==> config.mk <==
export PLATFORM = sky130hd
export DESIGN_NAME = dma_channel_control_regs
export DESIGN_NICKNAME = d
export VERILOG_FILES = /design/src/design/dma_chan_pkg.sv /design/src/design/dma_channel_control_regs.sv
export SDC_FILE = /design/constraint.sdc
export NUM_CORES = 2
export LEC_CHECK = 0
export BUFFER_PORTS_ARGS = -buffer_cell sky130_fd_sc_hd__clkbuf_2
export CELL_PAD_IN_SITES_DETAIL_PLACEMENT = 0
export CELL_PAD_IN_SITES_GLOBAL_PLACEMENT = 1
export CORE_ASPECT_RATIO = 1.5
export CORE_MARGIN = 2
export CORE_UTILIZATION = 49
export DETAILED_ROUTE_END_ITERATION = 10
export GPL_TIMING_DRIVEN = 0
export PLACE_DENSITY = 0.95
export SYNTH_ARGS = -nofsm -noshare
export SYNTH_HDL_FRONTEND = slang
export SYNTH_SLANG_ARGS = --single-unit
==> constraint.sdc <==
create_clock -name ref_clk -period 32.3 [get_ports ref_clk]
set_clock_uncertainty 0.15 [all_clocks]
set_input_delay 1.615 -clock ref_clk [delete_from_list [all_inputs] [get_ports ref_clk]]
set_output_delay 1.615 -clock ref_clk [all_outputs]
set_load 0.01 [all_outputs]
==> src/design/dma_chan_pkg.sv <==
// Package with register map, field layout and encodings of the DMA channel register block
package dma_chan_pkg;

  // ****************************************************
  // Geometry
  // ****************************************************
  localparam int NUM_CH = 4;
  localparam int EXT_CH = 2;
  localparam int ADDR_W = 10;
  localparam int DATA_W = 32;

  // ****************************************************
  // Register indices (byte address is four times index)
  // ****************************************************
  localparam logic [7:0] SRC_IDX = 8'h40;
  localparam logic [7:0] DST_IDX = 8'h44;
  localparam logic [7:0] CNT_IDX = 8'h4A;
  localparam logic [7:0] CTL_IDX = 8'h4E;
  localparam logic [7:0] CH_STRIDE = 8'h10;

  // ****************************************************
  // Control register fields and reset value
  // ****************************************************
  localparam int DSTEP_HI = 15;
  localparam int DSTEP_LO = 14;
  localparam int SSTEP_HI = 13;
  localparam int SSTEP_LO = 12;
  localparam int RSEL_HI = 11;
  localparam int RSEL_LO = 8;
  localparam int ACK_TIMING_BIT = 7;
  localparam int ACK_POL_BIT = 6;
  localparam int REQ_DET_BIT = 5;
  localparam int BUS_MODE_BIT = 4;
  localparam int SIZE_BIT = 3;
  localparam int IRQ_EN_BIT = 2;
  localparam int END_FLAG_BIT = 1;
  localparam int ENABLE_BIT = 0;
  localparam logic [15:0] CTL_RESET = 16'h0000;
  localparam logic [15:0] CTL_EXT_ONLY_MASK = 16'h00E0;

  // ****************************************************
  // Step and request-source encodings
  // ****************************************************
  typedef enum logic [1:0] {STEP_HOLD, STEP_INC, STEP_DEC, STEP_BAD} step_t;
  localparam logic [3:0] RS_EXT_DUAL = 4'h0;
  localparam logic [3:0] RS_EXT_MEM2DEV = 4'h2;
  localparam logic [3:0] RS_EXT_DEV2MEM = 4'h3;
  localparam logic [3:0] RS_SER0_RX = 4'h4;
  localparam logic [3:0] RS_TIMER0 = 4'h8;
  localparam logic [3:0] RS_AUTO = 4'hC;
  localparam logic [3:0] RS_CONV_END = 4'hD;

  // ****************************************************
  // Bus responses
  // ****************************************************
  localparam logic [1:0] RESP_OKAY = 2'b00;
  localparam logic [1:0] RESP_SLVERR = 2'b10;

endpackage

==> src/design/dma_channel_control_regs.sv <==
// Four-channel DMA programming registers with AXI4-Lite access and per-unit stepping
//
// The address map and the AXI4-Lite slave port were left to the implementer.
`timescale 1ns/100ps
`default_nettype none

// Operation
// - Source pointer 32-bit RW, shows next source
// - Device-to-memory single mode ignores source pointer
// - Destination pointer 32-bit RW, shows next destination
// - Memory-to-device single mode ignores destination pointer
// - Count literal, zero means 65536 transfers
// - Count reads remaining units during transfer
// - Pointers and count need no reset value
// - Control cleared on reset and standby
// - Destination step: hold, increment, decrement by size
// - Destination step ignored memory-to-device single mode
// - Source step: hold, increment, decrement by size
// - Source step ignored device-to-memory single mode
// - External pin sources: dual, two single directions
// - Peripheral, auto and converter sources, dual mode
// - External sources only on channels 0, 1
// - Ack timing selects read or write cycle
// - Ack and detect bits writable channels 0,1
// - End flag ignores ones, cleared by zero
// - Ack timing zero read, one write cycle
// - End flag on count zero; blocks start
module dma_channel_control_regs #(
  parameter int NUM_CH = dma_chan_pkg::NUM_CH, // Channel count
  parameter int EXT_CH = dma_chan_pkg::EXT_CH // Channels with external pins
) (
  input wire logic ref_clk, // System clock
  input wire logic rst, // Asynchronous reset, active high
  input wire logic standby, // Standby entry, clears control
  input wire logic [dma_chan_pkg::ADDR_W-1:0] s_axi_awaddr, // Write address
  input wire logic s_axi_awvalid, // Write address valid
  output logic s_axi_awready, // Write address ready
  input wire logic [31:0] s_axi_wdata, // Write data
  input wire logic [3:0] s_axi_wstrb, // Write byte strobes
  input wire logic s_axi_wvalid, // Write data valid
  output logic s_axi_wready, // Write data ready
  output logic [1:0] s_axi_bresp, // Write response
  output logic s_axi_bvalid, // Write response valid
  input wire logic s_axi_bready, // Write response ready
  input wire logic [dma_chan_pkg::ADDR_W-1:0] s_axi_araddr, // Read address
  input wire logic s_axi_arvalid, // Read address valid
  output logic s_axi_arready, // Read address ready
  output logic [31:0] s_axi_rdata, // Read data
  output logic [1:0] s_axi_rresp, // Read response
  output logic s_axi_rvalid, // Read data valid
  input wire logic s_axi_rready, // Read data ready
  input wire logic global_dma_enable, // Shared enable from operation register
  input wire logic [1:0] ext_request_pin, // External request pins, channels 0 and 1
  input wire logic serial0_rx_full_req, // Serial 0 receive full
  input wire logic serial0_tx_empty_req, // Serial 0 transmit empty
  input wire logic serial1_rx_full_req, // Serial 1 receive full
  input wire logic serial1_tx_empty_req, // Serial 1 transmit empty
  input wire logic [3:0] timer_match_req, // Timer channel 0..3 match/capture
  input wire logic conversion_end_req, // Converter end
  input wire logic [NUM_CH-1:0] unitDone, // Pulse: one unit transferred
  input wire logic [1:0] readCycle, // Channel 0/1 bus read cycle in progress
  input wire logic [1:0] writeCycle, // Channel 0/1 bus write cycle in progress
  output logic [1:0] ext_acknowledge_pin, // Acknowledge pins, polarity applied
  output logic [NUM_CH-1:0] channelActive, // Enabled, not ended and global enable set
  output logic [NUM_CH-1:0] channelRequest, // Active with selected request present
  output logic [NUM_CH-1:0] singleAddr, // Single-address mode selected
  output logic [NUM_CH-1:0] burstMode, // Burst bus mode selected
  output logic [NUM_CH-1:0] wordSize, // Word transfer size selected
  output logic [NUM_CH-1:0] endIrq, // End flag with interrupt enable
  output logic [NUM_CH*32-1:0] srcPointers, // Source pointers, channel 0 lowest
  output logic [NUM_CH*32-1:0] dstPointers // Destination pointers, channel 0 lowest
);
  import dma_chan_pkg::*;

  // ****************************************************
  // Storage
  // ****************************************************
  logic [31:0] srcPtr [NUM_CH];
  logic [31:0] dstPtr [NUM_CH];
  logic [15:0] count [NUM_CH];
  logic [15:0] ctl [NUM_CH];
  logic [1:0] extPrev;
  logic [ADDR_W-1:0] wrAddr;
  logic [31:0] wrData;
  logic [3:0] wrStrb;
  logic haveAw;
  logic haveW;
  logic doWrite;
  logic [1:0] wrKind;
  logic [1:0] wrCh;
  logic wrHit;
  logic [1:0] rdKind;
  logic [1:0] rdCh;
  logic rdHit;

  // ****************************************************
  // Helpers
  // ****************************************************
  // Map a byte address to register kind, channel and hit
  function automatic logic [4:0] decode(input logic [ADDR_W-1:0] a);
    logic [4:0] res;
    logic [7:0] idx;
    res = 5'h00;
    idx = a[ADDR_W-1:2];
    for (int c = 0; c < NUM_CH; c++) begin
      if (idx == SRC_IDX + 8'(c) * CH_STRIDE) res = {1'b1, 2'(c), 2'd0};
      if (idx == DST_IDX + 8'(c) * CH_STRIDE) res = {1'b1, 2'(c), 2'd1};
      if (idx == CNT_IDX + 8'(c) * CH_STRIDE) res = {1'b1, 2'(c), 2'd2};
      if (idx == CTL_IDX + 8'(c) * CH_STRIDE) res = {1'b1, 2'(c), 2'd3};
    end
    if (a[1:0] != 2'b00) res = 5'h00;
    return res;
  endfunction

  // Merge write data into a word under the byte strobes
  function automatic logic [31:0] merge(input logic [31:0] old, input logic [31:0] d,
                                         input logic [3:0] s);
    logic [31:0] r;
    r = old;
    for (int b = 0; b < 4; b++) begin
      if (s[b]) r[b*8 +: 8] = d[b*8 +: 8];
    end
    return r;
  endfunction

  // Step a pointer by the transfer size; illegal code holds
  function automatic logic [31:0] stepPtr(input logic [31:0] p, input logic [1:0] mode,
                                           input logic word);
    logic [31:0] inc;
    inc = word ? 32'h0000_0002 : 32'h0000_0001;
    unique case (step_t'(mode))
      STEP_INC: return p + inc;
      STEP_DEC: return p - inc;
      STEP_HOLD: return p;
      STEP_BAD: return p;
    endcase
  endfunction

  // ****************************************************
  // Write channel handshake
  // ****************************************************
  assign s_axi_awready = !haveAw;
  assign s_axi_wready = !haveW;
  assign doWrite = haveAw && haveW && !s_axi_bvalid;
  assign {wrHit, wrCh, wrKind} = decode(wrAddr);

  // Latch address and data in either order
  always_ff @(posedge ref_clk or posedge rst) begin
    if (rst) begin
      haveAw <= 1'b0;
      haveW <= 1'b0;
      wrAddr <= '0;
      wrData <= 32'h0000_0000;
      wrStrb <= 4'h0;
    end else begin
      if (s_axi_awvalid && s_axi_awready) begin
        haveAw <= 1'b1;
        wrAddr <= s_axi_awaddr;
      end else if (doWrite) begin
        haveAw <= 1'b0;
      end
      if (s_axi_wvalid && s_axi_wready) begin
        haveW <= 1'b1;
        wrData <= s_axi_wdata;
        wrStrb <= s_axi_wstrb;
      end else if (doWrite) begin
        haveW <= 1'b0;
      end
    end
  end

  // Write response, error on unmapped address
  always_ff @(posedge ref_clk or posedge rst) begin
    if (rst) begin
      s_axi_bvalid <= 1'b0;
      s_axi_bresp <= RESP_OKAY;
    end else if (doWrite) begin
      s_axi_bvalid <= 1'b1;
      s_axi_bresp <= wrHit ? RESP_OKAY : RESP_SLVERR;
    end else if (s_axi_bready) begin
      s_axi_bvalid <= 1'b0;
    end
  end

  // ****************************************************
  // Pointers and count
  // ****************************************************
  // Software write takes priority over the per-unit update
  always_ff @(posedge ref_clk or posedge rst) begin
    if (rst) begin
      for (int c = 0; c < NUM_CH; c++) begin
        srcPtr[c] <= 32'h0000_0000;
        dstPtr[c] <= 32'h0000_0000;
        count[c] <= 16'h0000;
      end
    end else begin
      for (int c = 0; c < NUM_CH; c++) begin
        if (doWrite && wrHit && wrCh == 2'(c) && wrKind == 2'd0) begin
          srcPtr[c] <= merge(srcPtr[c], wrData, wrStrb);
        end else if (unitDone[c] && channelActive[c]
                     && ctl[c][RSEL_HI:RSEL_LO] != RS_EXT_DEV2MEM) begin
          srcPtr[c] <= stepPtr(srcPtr[c], ctl[c][SSTEP_HI:SSTEP_LO],
                               ctl[c][SIZE_BIT]);
        end
        if (doWrite && wrHit && wrCh == 2'(c) && wrKind == 2'd1) begin
          dstPtr[c] <= merge(dstPtr[c], wrData, wrStrb);
        end else if (unitDone[c] && channelActive[c]
                     && ctl[c][RSEL_HI:RSEL_LO] != RS_EXT_MEM2DEV) begin
          dstPtr[c] <= stepPtr(dstPtr[c], ctl[c][DSTEP_HI:DSTEP_LO],
                               ctl[c][SIZE_BIT]);
        end
        if (doWrite && wrHit && wrCh == 2'(c) && wrKind == 2'd2) begin
          count[c] <= 16'(merge({16'h0000, count[c]}, wrData, wrStrb));
        end else if (unitDone[c] && channelActive[c]) begin
          count[c] <= count[c] - 16'h0001;
        end
      end
    end
  end

  // ****************************************************
  // Control registers
  // ****************************************************
  // Clear on reset and standby; end flag set wins over clear
  always_ff @(posedge ref_clk or posedge rst) begin
    if (rst) begin
      for (int c = 0; c < NUM_CH; c++) begin
        ctl[c] <= CTL_RESET;
      end
    end else if (standby) begin
      for (int c = 0; c < NUM_CH; c++) begin
        ctl[c] <= CTL_RESET;
      end
    end else begin
      for (int c = 0; c < NUM_CH; c++) begin
        logic [15:0] nv;
        logic endNow;
        nv = ctl[c];
        endNow = unitDone[c] && channelActive[c] && count[c] == 16'h0001;
        if (doWrite && wrHit && wrCh == 2'(c) && wrKind == 2'd3) begin
          nv = 16'(merge({16'h0000, ctl[c]}, wrData, wrStrb));
          nv[END_FLAG_BIT] = ctl[c][END_FLAG_BIT] & nv[END_FLAG_BIT];
          if (c >= EXT_CH) nv = nv & ~CTL_EXT_ONLY_MASK;
        end
        if (endNow) nv[END_FLAG_BIT] = 1'b1;
        ctl[c] <= nv;
      end
    end
  end

  // ****************************************************
  // Read channel
  // ****************************************************
  assign s_axi_arready = !s_axi_rvalid;
  assign {rdHit, rdCh, rdKind} = decode(s_axi_araddr);

  // Return register contents one cycle after the address is taken
  always_ff @(posedge ref_clk or posedge rst) begin
    if (rst) begin
      s_axi_rvalid <= 1'b0;
      s_axi_rdata <= 32'h0000_0000;
      s_axi_rresp <= RESP_OKAY;
    end else if (s_axi_arvalid && s_axi_arready) begin
      s_axi_rvalid <= 1'b1;
      s_axi_rresp <= rdHit ? RESP_OKAY : RESP_SLVERR;
      if (!rdHit) begin
        s_axi_rdata <= 32'h0000_0000;
      end else begin
        unique case (rdKind)
          2'd0: s_axi_rdata <= srcPtr[rdCh];
          2'd1: s_axi_rdata <= dstPtr[rdCh];
          2'd2: s_axi_rdata <= {16'h0000, count[rdCh]};
          2'd3: s_axi_rdata <= {16'h0000, ctl[rdCh]};
        endcase
      end
    end else if (s_axi_rready) begin
      s_axi_rvalid <= 1'b0;
    end
  end

  // ****************************************************
  // Request selection and status outputs
  // ****************************************************
  // Previous pin sample for falling-edge detection
  always_ff @(posedge ref_clk or posedge rst) begin
    if (rst) begin
      extPrev <= 2'b11;
    end else begin
      extPrev <= ext_request_pin;
    end
  end

  // Per-channel decode of mode and request source
  always_comb begin
    for (int c = 0; c < NUM_CH; c++) begin
      logic [3:0] rs;
      logic req;
      logic extReq;
      req = 1'b0;
      rs = ctl[c][RSEL_HI:RSEL_LO];
      extReq = 1'b0;
      if (c < EXT_CH) begin
        extReq = ctl[c][REQ_DET_BIT] ? (extPrev[c] && !ext_request_pin[c])
                                     : !ext_request_pin[c];
      end
      unique case (rs)
        RS_EXT_DUAL, RS_EXT_MEM2DEV, RS_EXT_DEV2MEM: req = extReq;
        RS_SER0_RX: req = serial0_rx_full_req;
        RS_SER0_RX + 4'h1: req = serial0_tx_empty_req;
        RS_SER0_RX + 4'h2: req = serial1_rx_full_req;
        RS_SER0_RX + 4'h3: req = serial1_tx_empty_req;
        RS_TIMER0, RS_TIMER0 + 4'h1, RS_TIMER0 + 4'h2, RS_TIMER0 + 4'h3:
          req = timer_match_req[rs[1:0]];
        RS_AUTO: req = 1'b1;
        RS_CONV_END: req = conversion_end_req;
        default: req = 1'b0;
      endcase
      channelActive[c] = ctl[c][ENABLE_BIT] && !ctl[c][END_FLAG_BIT]
                         && global_dma_enable;
      channelRequest[c] = channelActive[c] && req;
      singleAddr[c] = (c < EXT_CH) && (rs == RS_EXT_MEM2DEV || rs == RS_EXT_DEV2MEM);
      burstMode[c] = ctl[c][BUS_MODE_BIT];
      wordSize[c] = ctl[c][SIZE_BIT];
      endIrq[c] = ctl[c][IRQ_EN_BIT] && ctl[c][END_FLAG_BIT];
      srcPointers[c*32 +: 32] = srcPtr[c];
      dstPointers[c*32 +: 32] = dstPtr[c];
    end
  end

  // Acknowledge pins: timing bit in dual mode, any access in single mode
  always_comb begin
    for (int c = 0; c < 2; c++) begin
      logic ack;
      ack = 1'b0;
      if (singleAddr[c]) begin
        ack = readCycle[c] || writeCycle[c];
      end else begin
        ack = ctl[c][ACK_TIMING_BIT] ? writeCycle[c] : readCycle[c];
      end
      ext_acknowledge_pin[c] = ack ^ ctl[c][ACK_POL_BIT];
    end
  end

endmodule
`default_nettype wire

==> flow_metrics.tcl <==
set metrics [dict create \
    ctsResizeCount 0 \
    postCtsHoldBufs 0 \
    drc 0 \
    finalHoldViolations 0 \
    slew_headroom -0.07064 \
    fill_cells 7278 \
    yosysWarnings 0 \
    grt_first_pass_wirelength_mm 272.0 \
    io_buffers 400 \
    startpoint_type "input port" \
    synth_seq_area_share 0.3113 \
    power.leakage_nw 19.52 \
    clock_latency_ns 0.69 \
    grt_max_degree 121 \
    synth_cell_types 101 \
    endpoint_kind "register" \
    synthFlopType "dfrtp_1" \
    synthTopCellsByArea "dfrtp_1, ha_1, a21oi_1" \
    gp_congestion 1.051 \
    drive_above_1_share 0.1373 \
    grt-ovfl-total 0 \
    drtPass1Iterations 9 \
    drv_slew 31 \
    tightest_slew_ns 1.606 \
    clock-root-buffer "clkbuf_16" \
    critPathMaxFanout 10 \
    violations "max-capacitance violations, max-slew violations" \
    dp_cells 6053 \
    postCtsSetupRepairBufs 0 \
    grt_pass1_vias 39150 \
    regArea_um2 11610 \
    cts_made_buffers 53 \
    globalRouteTotalUtil 0.4782 \
    cpMaxStageDelayCell "nor3_2" \
    finalSetupViolations 0 \
    cap_violations 3 \
    vias_per_cell 6.773 \
    h-tree-depth 2 \
    netlist_instances 4644 \
    max_stage_delay_ns 0.84 \
    finalCritPeriodShare 0.1823 \
    peakVddDrop_uv 68.22 \
    final_antenna_net_count 0 \
    period_needed_ns 5.887 \
    max-clock-path-buffers 3 \
    path_class "in -> reg" \
    die-area_um2 78400 \
    clk_pin_slew_ns 0.07 \
    power.density_nw_per_um2 69.32 \
    cp_data_required_time_ns 32.70 \
    cp.arrival_ns 6.28 \
    netlist_area_um2 37300 \
    crit_top_cell "clkbuf_1" \
    multi_input_area_um2 24240 \
    hpwl_mm 148.3 \
    synth_top_area_frac 0.3099 \
    fin_setup_tns_ns 0 \
    post_drt_wl_per_cell_um 31.30 \
    start_util 0.4957 \
    drt_wl_total_mm 192.7 \
    core.rowCount 123 \
    max_freq_mhz 169.9 \
    yosys-top-cells-count "nand2_1, a21oi_1, dfrtp_1" \
    core_area_um2 75260 \
    io_pins 407 \
    synthArstFlopShare 1.000 \
    crit_chain "clkbuf_2 -> nor4b_2 -> nand2_1 -> nor3_2 -> clkbuf_1 -> clkbuf_1 -> a31oi_1 -> nor4_1 -> o31ai_1" \
    nets 5466 \
    instances_no_fill 6156 \
    drt_iter0_markers 4878 \
    clock_sinks 464 \
    die_h_um 341.9 \
    synth_edf_count 0 \
    antenna_found_initial 16 \
    hp-class "reg -> reg" \
    ys_seq_elements 464 \
    synth.largest_area_cell "dfrtp_1" \
    syn_avg_cell_area_um2 8.033 \
    rsz0062_at_grt "no" \
    die_w_um 229.3 \
    syn_to_final_growth_pct 14.11 \
    cts_tree "yes" \
    status "complete, but fails checks" \
    synth_most_common_cell "nand2_1" \
    vias 41700 \
]
[metal layers]
layer / part of all wire / up-vias / GRT usage
met3: 0.11 / 888 / 0.1173
met4: 0.11 / 12 / 0.4372
met2: 0.44 / 2894 / 0.7466
met1: 0.34 / 19880 / 0.5403
li1: - / 18020 / -
met5: 0.00045 / - / 0
[stage by stage]
step | power [mW] | instance area, um2 | setup slack, ns | hold slack (ns) | util
floorplan | 1.656 | 37310 | 17.60 | 0.2998 | -
CTS | 2.875 | 42520 | 26.63 | 0.3238 | 0.5649
detailed placement | 2.228 | 40740 | 25.93 | 0.3114 | 0.5414
finish | 2.951 | 42570 | 26.41 | 0.3212 | 0.5656
global route | 3.050 | 42550 | 26.56 | 0.3629 | 0.5654
global placement | 2.210 | 40570 | 11.44 | 0.3124 | 0.5391
[cells in the final DEF (no fill, tap or decap), drive strengths merged, types with 52 or more instances in the layout]
| cell | n |
|---|---|
| clkbuf | 647 |
| nand2 | 622 |
| a21oi | 540 |
| dfrtp | 462 |
| nor2 | 416 |
| o21ai | 366 |
| ha | 264 |
| inv | 129 |
| nor3 | 118 |
| a21o | 108 |
| xnor2 | 103 |
| nand3 | 102 |
| a31oi | 102 |
| xor2 | 78 |
| buf | 76 |
| mux2 | 70 |
| a221oi | 66 |
| nand2b | 55 |
| or3 | 54 |
| nor2b | 52 |
[cells by family (layout without fill, tap and decap cells)]
group	after synthesis	in the layout	synth area share
xor gates and xnor gates	181	181	0.04250
AOI/OAI and AO/OA	1586	1586	0.2642
other	1	12	0.0001005
buffers and inverters	372	873	0.03988
muxes	136	136	0.04622
DFF	464	464	0.3113
adders and majority gates	272	272	0.09284
and+or+nand+nor	1632	1632	0.2029
[worst max-delay path: cells and delay by family]
family                 cells  cell delay, ns
AOI/OAI and AO/OA          2            0.45
buffers and inverters      3            1.65
and+or+nand+nor            4            2.56
[sequential cells by signal, indices dropped and copies added (netlist names)]
signal / flops
haveW: 1
srcPointers: 128
ctl: 50
extPrev: 2
haveAw: 1
wrStrb: 4
wordSize: 4
s_axi_rresp: 1
s_axi_bvalid: 1
dstPointers: 128
s_axi_rvalid: 1
count: 64
wrData: 32
s_axi_bresp: 1
s_axi_rdata: 32
wrAddr: 10
burstMode: 4
[where the power goes]
| part | switching [mW] | total (mW) | internal [mW] |
|---|---|---|---|
| registers | 0.158 | 0.811 | 0.653 |
| clock network | 0.292 | 0.654 | 0.362 |
| logic | 0.981 | 1.49 | 0.504 |
[area by class of cell]
class	instances	area share
clock buffer	67	0.03451
multi-input combinational	3811	0.5693
buffer	248	0.02437
clock inverter	26	0.007201
timing repair buffer	408	0.05079
tap	1000	0.02939
sequential	464	0.2728
inverter	124	0.01111
antenna	8	0.0004703
[final timing paths]
check / cells after the start / slack, ns / to / start
worst max-delay path: 9 / 26.41 / s_axi_rdata[5]$_DFFE_PP0P_ / s_axi_araddr[9]
worst min register to register: 2 / 0.32 / s_axi_rdata[31]$_DFFE_PP0P_ / s_axi_rdata[31]$_DFFE_PP0P_
worst max register to register: 14 / 27.37 / srcPointers[94]$_DFFE_PP0P_ / wordSize[2]$_DFFE_PP0P_
worst min-delay path: 2 / 0.32 / s_axi_rdata[31]$_DFFE_PP0P_ / s_axi_rdata[31]$_DFFE_PP0P_
max in group asynchronous: 4 / 29.62 / srcPointers[78]$_DFFE_PP0P_ / rst
min in group asynchronous: 2 / 0.84 / dstPointers[92]$_DFFE_PP0P_ / rst
(Power assumes the default switching activity.)
